==> src/design/crce_consts.svh <==
// Offsets, field positions, reset values and constants of the CRC engine.
// Assumes inclusion by the design file and the testbench only.
`ifndef CRCE_CONSTS_SVH
`define CRCE_CONSTS_SVH
// Register byte offsets on the APB bus.
`define CRCE_OFF_CTRL   8'h00
`define CRCE_OFF_INPUT  8'h04
`define CRCE_OFF_AUTO   8'h08
`define CRCE_OFF_COUNT  8'h0c
`define CRCE_OFF_PTR    8'h10
`define CRCE_OFF_DATA   8'h14
`define CRCE_OFF_FLIP   8'h18
`define CRCE_OFF_STATUS 8'h1c
// Control register bit positions.
`define CRCE_CTRL_SEL  0
`define CRCE_CTRL_VAL  1
`define CRCE_CTRL_INIT 2
// Auto control: page index in [7:0], enable bit position.
`define CRCE_AUTO_EN 8
// Reflected form of the 32-bit generator 32'h04c11db7.
`define CRCE_POLY32 32'hedb88320
// Reflected form of the 16-bit generator 16'h1021.
`define CRCE_POLY16 16'h8408
`define CRCE_INIT_ONES 32'hffffffff
`define CRCE_INIT_ZERO 32'h00000000
// Start value of ones in 16-bit mode, with the upper half kept clear.
`define CRCE_INIT_ONES16 32'h0000ffff
// Sector of 512 bytes expressed as a shift.
`define CRCE_SECTOR_SHIFT 9
`define CRCE_BITS_PER_BYTE 4'h8
`define CRCE_FIFO_DEPTH 32
`endif

==> src/design/crce_pkg.sv <==
// Types shared by the CRC engine.
// Assumes the constants header sits in the same folder.
package crce_pkg;
   // Automatic Flash run states.
   typedef enum logic [1:0] {
      AU_IDLE  = 2'b00,
      AU_ISSUE = 2'b01,
      AU_WAIT  = 2'b10,
      AU_DRAIN = 2'b11
   } crce_auto_e;
   // Polynomial and start value selection.
   typedef struct packed {
      logic poly16;
      logic init_ones;
   } crce_cfg_s;
   // Automatic Flash control fields.
   typedef struct packed {
      logic       auto_en;
      logic [7:0] page;
   } crce_auto_s;
endpackage : crce_pkg

==> src/design/crce_top.sv <==
// CRC engine with APB registers, an input FIFO and an automatic Flash scan.
// Assumes a Flash that returns a byte one cycle after a read strobe, and
// a core that stops fetching while the stall output is high.
//
// The address map and the APB register port are this design's own decisions.
`timescale 1ns/10ps
`include "crce_consts.svh"

// ****************************************************************
// Byte FIFO
// ****************************************************************
module crce_fifo #(
   parameter int W = 8,
   parameter int D = 32
) (
   input  wire logic         clk,
   input  wire logic         rst_n,
   input  wire logic         in_valid,
   output logic              in_ready,
   input  wire logic [W-1:0] in_data,
   output logic              out_valid,
   input  wire logic         out_ready,
   output logic [W-1:0]      out_data
);
   localparam int AW = $clog2(D);
   logic [W-1:0]  mem_q [D];
   logic [AW-1:0] wr_q;
   logic [AW-1:0] rd_q;
   logic [AW:0]   cnt_q;
   logic          push;
   logic          pop;

   // Full and empty come from the level count.
   assign in_ready  = (cnt_q != D[AW:0]);
   assign out_valid = (cnt_q != '0);
   assign out_data  = mem_q[rd_q];
   assign push      = in_valid & in_ready;
   assign pop       = out_valid & out_ready;

   // Storage is written only on an accepted push.
   always_ff @(posedge clk) begin
      if (push) begin
         mem_q[wr_q] <= in_data;
      end
   end

   // Pointers and level count.
   always_ff @(posedge clk or negedge rst_n) begin
      if (!rst_n) begin
         wr_q  <= '0;
         rd_q  <= '0;
         cnt_q <= '0;
      end else begin
         if (push) begin
            wr_q <= (wr_q == AW'(D - 1)) ? '0 : wr_q + 1'b1;
         end
         if (pop) begin
            rd_q <= (rd_q == AW'(D - 1)) ? '0 : rd_q + 1'b1;
         end
         cnt_q <= cnt_q + {{AW{1'b0}}, push} - {{AW{1'b0}}, pop};
      end
   end
endmodule : crce_fifo

// ****************************************************************
// Engine top
// ****************************************************************
// Function
// RULE1: 32-bit mode uses generator 0x04C11DB7.
// RULE2: Reflected processing, least-significant bit first.
// RULE3: XOR input byte into low result byte.
// RULE4: Eight right shifts, XOR 0xEDB88320 on one.
// RULE5: Width select: zero 32-bit, one 16-bit 0x1021.
// RULE6: Result is 32 or 16 bits wide.
// RULE7: Start value select: zeros or ones.
// RULE8: Init write loads selected start value.
// RULE9: Each input byte write updates result; bus input writes during a Flash scan are accepted and dropped.
// RULE10: Software writes page index, then enable.
// RULE11: Sector count given; sector is 512 bytes.
// RULE12: Control write with enable starts scan.
// RULE13: Core stalled until the scan ends.
// RULE14: Software clears enable before reading result.
// RULE15: Pointer picks result byte, increments per access.
// RULE16: Result holds until init, write or input.
// RULE17: Bit-reverse port returns written byte reversed.
// RULE18: 16-bit mode uses same shift procedure.
// RULE19: Scan reads ascending bytes from page start.
module crce_top
   import crce_pkg::*;
(
   input  wire logic        pclk,
   input  wire logic        presetn,
   input  wire logic        psel,
   input  wire logic        penable,
   input  wire logic        pwrite,
   input  wire logic [7:0]  paddr,
   input  wire logic [31:0] pwdata,
   output logic [31:0]      prdata,
   output logic             pready,
   output logic             pslverr,
   output logic             flash_rd,
   output logic [16:0]      flash_addr,
   input  wire logic [7:0]  flash_rdata,
   output logic             cpu_stall
);
   crce_cfg_s  cfg_q;
   crce_auto_s auto_q;
   crce_auto_e au_q;
   crce_auto_e au_d;
   logic [7:0]  count_q;
   logic [1:0]  ptr_q;
   logic [7:0]  flip_q;
   logic [31:0] crc_q;
   logic [3:0]  bits_q;
   logic [16:0] left_q;
   logic [31:0] prdata_q;
   logic        pready_q;
   logic        pslverr_q;
   logic        flash_rd_q;
   logic        flash_dv_q;
   logic [16:0] flash_addr_q;
   logic        stall_q;
   logic        acc;
   logic        done;
   logic        can;
   logic        fi_valid;
   logic        fi_ready;
   logic [7:0]  fi_data;
   logic        fo_valid;
   logic        fo_ready;
   logic [7:0]  fo_data;
   logic        init_wr;
   logic        dat_wr;
   logic        dat_acc;
   logic        start;
   logic [31:0] init_val;
   logic [31:0] rd_mux;

   // One reflected shift step; the upper half is cleared in 16-bit mode.
   function automatic logic [31:0] crc_step(input logic [31:0] v, input logic p16);
      logic [31:0] s;
      s = v >> 1;
      if (v[0]) begin
         s = s ^ (p16 ? {16'h0000, `CRCE_POLY16} : `CRCE_POLY32); // RULE1 RULE2 RULE4 RULE18
      end
      if (p16) begin
         s[31:16] = 16'h0000; // RULE6
      end
      return s;
   endfunction : crc_step

   // Reverses the bit order of a byte.
   function automatic logic [7:0] rev8(input logic [7:0] b);
      logic [7:0] r;
      for (int i = 0; i < 8; i++) begin
         r[i] = b[7 - i];
      end
      return r;
   endfunction : rev8

   // ****************************************************************
   // APB slave
   // ****************************************************************
   // A transfer completes on the edge after pready_q rises.
   assign acc  = psel & penable;
   assign done = acc & pready_q;
   // An input write outside a scan waits while the FIFO is full, which stalls the bus.
   assign can  = ~(pwrite & (paddr == `CRCE_OFF_INPUT) & ~fi_ready & (au_q == AU_IDLE));
   assign init_wr = done & pwrite & (paddr == `CRCE_OFF_CTRL) & pwdata[`CRCE_CTRL_INIT];
   assign dat_acc = done & (paddr == `CRCE_OFF_DATA);
   assign dat_wr  = dat_acc & pwrite;
   assign start   = done & pwrite & (paddr == `CRCE_OFF_CTRL) & auto_q.auto_en
                    & (au_q == AU_IDLE); // RULE12
   // The start value follows the width and value bits of the same control write,
   // so a single write can select a start value and load it.
   assign init_val = ~pwdata[`CRCE_CTRL_VAL] ? `CRCE_INIT_ZERO
                     : (pwdata[`CRCE_CTRL_SEL] ? `CRCE_INIT_ONES16 : `CRCE_INIT_ONES); // RULE7

   // Read data selection.
   always_comb begin
      rd_mux = 32'h00000000;
      unique case (paddr)
         `CRCE_OFF_CTRL:   rd_mux = {30'h00000000, cfg_q.init_ones, cfg_q.poly16};
         `CRCE_OFF_AUTO:   rd_mux = {23'h000000, auto_q};
         `CRCE_OFF_COUNT:  rd_mux = {24'h000000, count_q};
         `CRCE_OFF_PTR:    rd_mux = {30'h00000000, ptr_q};
         `CRCE_OFF_DATA:   rd_mux = {24'h000000, crc_q[ptr_q*8 +: 8]}; // RULE15
         `CRCE_OFF_FLIP:   rd_mux = {24'h000000, rev8(flip_q)}; // RULE17
         `CRCE_OFF_STATUS: rd_mux = {30'h00000000, (bits_q != 4'h0) | fo_valid,
                                     au_q != AU_IDLE};
         default:          rd_mux = 32'h00000000;
      endcase
   end

   // Bus answer flops.
   always_ff @(posedge pclk or negedge presetn) begin
      if (!presetn) begin
         pready_q  <= 1'b0;
         prdata_q  <= 32'h00000000;
         pslverr_q <= 1'b0;
      end else begin
         pready_q <= acc & ~pready_q & can;
         if (acc & ~pready_q & can) begin
            prdata_q  <= pwrite ? 32'h00000000 : rd_mux;
            pslverr_q <= (paddr > `CRCE_OFF_STATUS) | (paddr[1:0] != 2'b00);
         end
      end
   end

   // Configuration registers and the pointer.
   always_ff @(posedge pclk or negedge presetn) begin
      if (!presetn) begin
         cfg_q   <= '0;
         auto_q  <= '0;
         count_q <= 8'h00;
         ptr_q   <= 2'h0;
         flip_q  <= 8'h00;
      end else begin
         if (done & pwrite) begin
            unique case (paddr)
               `CRCE_OFF_CTRL: begin
                  cfg_q.poly16    <= pwdata[`CRCE_CTRL_SEL]; // RULE5
                  cfg_q.init_ones <= pwdata[`CRCE_CTRL_VAL]; // RULE7
               end
               `CRCE_OFF_AUTO:  auto_q  <= pwdata[`CRCE_AUTO_EN:0];
               `CRCE_OFF_COUNT: count_q <= pwdata[7:0];
               `CRCE_OFF_PTR:   ptr_q   <= pwdata[1:0];
               `CRCE_OFF_FLIP:  flip_q  <= pwdata[7:0];
               default: begin
               end
            endcase
         end
         if (dat_acc) begin
            ptr_q <= cfg_q.poly16 ? {1'b0, ~ptr_q[0]} : ptr_q + 2'h1; // RULE15
         end
      end
   end

   // ****************************************************************
   // Data path: FIFO and engine
   // ****************************************************************
   // Bus bytes feed the FIFO unless a Flash scan owns it.
   assign fi_valid = (au_q != AU_IDLE) ? flash_dv_q
                     : (done & pwrite & (paddr == `CRCE_OFF_INPUT)); // RULE9
   assign fi_data  = (au_q != AU_IDLE) ? flash_rdata : pwdata[7:0];
   assign fo_ready = (bits_q == 4'h0);

   crce_fifo #(
      .W (8),
      .D (`CRCE_FIFO_DEPTH)
   ) u_fifo (
      .clk       (pclk),
      .rst_n     (presetn),
      .in_valid  (fi_valid),
      .in_ready  (fi_ready),
      .in_data   (fi_data),
      .out_valid (fo_valid),
      .out_ready (fo_ready),
      .out_data  (fo_data)
   );

   // Result register: init wins, then a data port write, then the engine.
   always_ff @(posedge pclk or negedge presetn) begin
      if (!presetn) begin
         crc_q  <= `CRCE_INIT_ZERO;
         bits_q <= 4'h0;
      end else begin
         if (fo_valid & fo_ready) begin
            bits_q <= `CRCE_BITS_PER_BYTE;
         end else if (bits_q != 4'h0) begin
            bits_q <= bits_q - 4'h1;
         end
         if (init_wr) begin
            crc_q <= init_val; // RULE8
         end else if (dat_wr) begin
            crc_q[ptr_q*8 +: 8] <= pwdata[7:0];
         end else if (fo_valid & fo_ready) begin
            crc_q[7:0] <= crc_q[7:0] ^ fo_data; // RULE3
         end else if (bits_q != 4'h0) begin
            crc_q <= crc_step(crc_q, cfg_q.poly16); // RULE4 RULE18
         end
      end
   end

   // ****************************************************************
   // Automatic Flash scan
   // ****************************************************************
   // Next state of the scan.
   always_comb begin
      au_d = au_q;
      unique case (au_q)
         AU_IDLE:  if (start) au_d = (count_q == 8'h00) ? AU_DRAIN : AU_ISSUE;
         AU_ISSUE: if (fi_ready) au_d = AU_WAIT;
         AU_WAIT:  if (flash_dv_q) au_d = (left_q == 17'h00001) ? AU_DRAIN : AU_ISSUE;
         AU_DRAIN: if (~fo_valid & (bits_q == 4'h0)) au_d = AU_IDLE;
      endcase
   end

   // Scan address, remaining bytes and Flash strobes.
   always_ff @(posedge pclk or negedge presetn) begin
      if (!presetn) begin
         au_q         <= AU_IDLE;
         left_q       <= 17'h00000;
         flash_addr_q <= 17'h00000;
         flash_rd_q   <= 1'b0;
         flash_dv_q   <= 1'b0;
         stall_q      <= 1'b0;
      end else begin
         au_q       <= au_d;
         flash_rd_q <= (au_q == AU_ISSUE) & fi_ready;
         flash_dv_q <= flash_rd_q;
         stall_q    <= (au_d != AU_IDLE); // RULE13
         if (start) begin
            flash_addr_q <= {auto_q.page, 9'h000}; // RULE19
            left_q       <= {count_q, 9'h000} << (`CRCE_SECTOR_SHIFT - 9); // RULE11
         end else if (flash_dv_q) begin
            flash_addr_q <= flash_addr_q + 17'h00001; // RULE19
            left_q       <= left_q - 17'h00001;
         end
      end
   end

   assign prdata     = prdata_q;
   assign pready     = pready_q;
   assign pslverr    = pslverr_q;
   assign flash_rd   = flash_rd_q;
   assign flash_addr = flash_addr_q;
   assign cpu_stall  = stall_q;
endmodule : crce_top

==> config.mk <==
export PLATFORM = sky130hd
export DESIGN_NAME = crce_top
export DESIGN_NICKNAME = d
export VERILOG_FILES = /design/src/design/crce_pkg.sv /design/src/design/crce_top.sv
export VERILOG_INCLUDE_DIRS = /design/src /design/src/design
export SDC_FILE = /design/constraint.sdc
export NUM_CORES = 1
export LEC_CHECK = 0
export BUFFER_PORTS_ARGS = -buffer_cell sky130_fd_sc_hd__buf_2
export CAP_MARGIN = 0
export CORE_MARGIN = 3
export CORE_UTILIZATION = 63
export CTS_BUF_LIST = sky130_fd_sc_hd__clkbuf_8
export CTS_CLUSTER_DIAMETER = 200
export CTS_CLUSTER_SIZE = 16
export DETAILED_ROUTE_END_ITERATION = 6
export MAX_ROUTING_LAYER = met4
export PLACE_DENSITY = 0.88
export SYNTH_ARGS = -nofsm -noshare
export SYNTH_HDL_FRONTEND = slang
export SYNTH_HIERARCHICAL = 1
export SYNTH_SLANG_ARGS = --single-unit
==> constraint.sdc <==
create_clock -name pclk -period 3.8 [get_ports pclk]
set_clock_uncertainty 0.15 [all_clocks]
set_input_delay 0.38 -clock pclk [delete_from_list [all_inputs] [get_ports pclk]]
set_output_delay 0.38 -clock pclk [all_outputs]
set_load 0.03 [all_outputs]
==> run metrics <==
Top Ports 106; Max IR drop VDD 0.3142 mV; Reg clk slew, reported paths 0.10 ns; Initial Util 0.6466; CP cell instances inv_1 -> ha_1 -> or3b_1 -> inv_1 -> nand2_1 -> inv_1 -> ha_1 -> inv_1 -> ha_1 -> fa_1 -> a21oi_1 -> nor2_1 -> nor2_1 -> xnor2_1; R2R setup slack 0.46 ns; number of global-route vias before repair 11270; max incr delay on CP 0.50 ns; Cells after Synth 1246; Post-synth top cells 256 x edfxtp_1, 131 x dfrtp_1, 125 x nor2_1, 82 x a21oi_1, 63 x nand2_1; most used cell, CP inv_1; cts hold-fix bufs 6; ANT nets after route 0; post-synthesis async set-or-reset flop share 0.3385; Setup Viol. Count Final 0; initial antenna violation count 0; number of enable flip-flop cells after synthesis 256; share of cells above drive strength 1 0.2040; DP Wirelength 26120 um; Seq/Total Area, Yosys 0.6224; Yosys top cell by area edfxtp_1; first-pass GRT wire length 63330 um; final period utilization 0.8801; top cells by area, synth edfxtp_1 44%, dfrtp_1 19%, mux4_2 7.3%, nor2_1 2.7%, mux2_2 2.6%; largest net degree at the start of global routing 91; DR iter-0 viols 1510; slew margin rel. 0.1918; CTS Buf Count 28; Fill cells 1732; worst slew pin tran 1.209 ns; GRT Util Overall 0.2742; Setup CP Type reg -> reg; Final Power 7.724 mW; HP Class in -> reg; sw frac 0.2521; max-slew violation count 0; Longest Clk Path Bufs 3; Crit Path Max Fanout 7; routability cong. 0.9545; H-tree levels 1; crit start category flop; dpl cell area 18400 um2; CP Capture Point u_fifo/cnt_q[4]; worst setup slack after layout 0.4556 ns; Clock Power Share 0.256; Main synth FF type edfxtp_1; # diodes 0; most common cell in the synthesized netlist edfxtp_1; PostCTS Resize Cnt 0; Core ar. 27250 um2; Critical Path RT 4.18 ns; CTS sink cnt 387; worst-skew pair later-pin latency 0.61 ns; routed length per placed instance 23.12 um; sequential power share 0.639; RSZ-0062 raised after global routing no; violated checks design-rule violations; share of the synthesized area in the top cell type 0.4363; WL final 39770 um; Area Overhead vs Synth 7.506%; Final nets 1409; Reg2Reg Capture Point u_fifo/cnt_q[4]; final hold violation count 0; DP Worst Slack 0.3140 ns; slowest CP cell or3b_1; DR vias/cell 6.590; Worst Setup SP bits_q[0]; Die Area 30010 um2; Crit. End Element flop; Final min period 3.344 ns; DR pass1 iterations 7; vias after detailed routing 11330; Die W 173.2 um; RR Startpoint bits_q[0]; YS warnings 6; Highest Clock Rate 299.0 MHz; Die Ht 173.2 um; Pleak 6.759 nW; outcome finished with violations; Mapped Area 17620 um2; # DRC 3; NetSw 1.948 mW; Power Density 407.8 nW/um2; FF-to-FF path depth 14; row count 60; maxcap violations 0; Yosys cell types 76; P_int 5.777 mW; setup tns final 0 ns; syn_area_per_cell 14.14 um2; CTS tree yes; Design Area, Final 18940 um2; global route total overflow 0; #FFs+latches synth 387; PortBufs 59; CP arrival 3.72 ns; root buffer cell clkbuf_8; combinational share of power 0.104; Post-CTS Setup Inserts 0
## worst max-delay path, delay by kind of cell, from the launching register on
kind	cells	cell delay (ns)
AO/OA/AOI/OAI	1	0.17
AND/OR/NAND/NOR	4	0.88
buffers and inverters	4	0.48
adder cells (fa/ha/maj)	4	1.01
flip-flops	1	0.45
XOR/XNOR	1	0.13
## registers in the layout, indices dropped and copies added (netlist names)
signal	count
auto_q	9
flash_addr	17
au_q	2
pready	1
cfg_q	2
bits_q	4
left_q	17
prdata	9
u_fifo/rd_q	5
flash_rd	1
u_fifo/mem_q	256
u_fifo/wr_q	5
count_q	8
flip_q	8
flash_dv_q	1
crc_q	32
cpu_stall	1
pslverr	1
ptr_q	2
u_fifo/cnt_q	6
## per-stage QoR
step	std cells	util	hold WS [ns]
4_1_cts	1720	0.6951	0.004469
2_1_floorplan	1268	-	-0.06559
3_3_place_gp	1666	0.6753	0.2271
3_5_place_dp	1666	0.6753	0.2083
6_report	1720	0.6951	0.05119
5_1_grt	1720	0.6951	0.02507
## cell type report
type                    instances  area, um2  area share
clock buffers                  28      385.4     0.02034
repair buffers                117      789.5     0.04168
well taps                     372      465.4     0.02457
flip-flops and latches        387      10970      0.5791
inverters                      26      97.59    0.005152
multi-input cells             770       6142      0.3243
clock inverters                20      92.59    0.004888
## cell usage in the layout, fill, tap and decap left out, types with 24 or more instances in the layout
cell type,instances
buf_2,58
a21oi_1,82
nand2_1,63
mux4_2,57
mux2i_1,38
dfrtp_1,130
xnor2_1,27
edfxtp_1,256
clkbuf_8,28
xor2_1,31
ha_1,25
buf_4,49
nor2_1,125
mux2_2,41
o21ai_0,24
inv_1,43
## per-layer routing
metal | GRT usage | routed length [um] | share of wire
met1 | 0.3904 | 15780 | 0.40
met2 | 0.4169 | 19030 | 0.48
met3 | 0.03920 | 3746 | 0.094
met4 | 0.08953 | 1208 | 0.030
met5 | - | 0 | 0
## power groups by stage
stage | Combinational (mW) | Clock (mW) | Sequential (mW)
after CTS | 0.800 | 2.01 | 4.92
after floorplan | 0.654 | 0 | 4.90
final | 0.807 | 1.98 | 4.94
after global routing | 0.881 | 2.16 | 4.95
after detailed placement | 0.792 | 0 | 5.00
after global placement | 0.750 | 0 | 5.00
## how the worst min path moves through the flow
| stage | startpoint | endpoint | slack [ns] | cells past startpoint |
|---|---|---|---|---|
| after floorplan | presetn | au_q[0] | -0.07 | 0 |
| after global placement | flash_rd | flash_dv_q | 0.23 | 0 |
| after detailed placement | flash_rd | flash_dv_q | 0.21 | 0 |
| after CTS | pwdata[0] | crc_q[24] | 0.004 | 3 |
| after global routing | pwdata[0] | crc_q[24] | 0.03 | 3 |
| final | paddr[7] | prdata[8] | 0.05 | 4 |
## cell families after synthesis
logic type / after synthesis / share of synthesized area
adder cells (fa/ha/maj): 26 / 0.01889
buffers and inverters: 111 / 0.03444
multiplexers: 136 / 0.1206
AND/OR/NAND/NOR: 312 / 0.09033
flip-flops: 387 / 0.6224
XOR/XNOR: 58 / 0.02883
other: 1 / 0.0002128
AO/OA/AOI/OAI: 215 / 0.08429
Power figures use the tool's default switching activity.
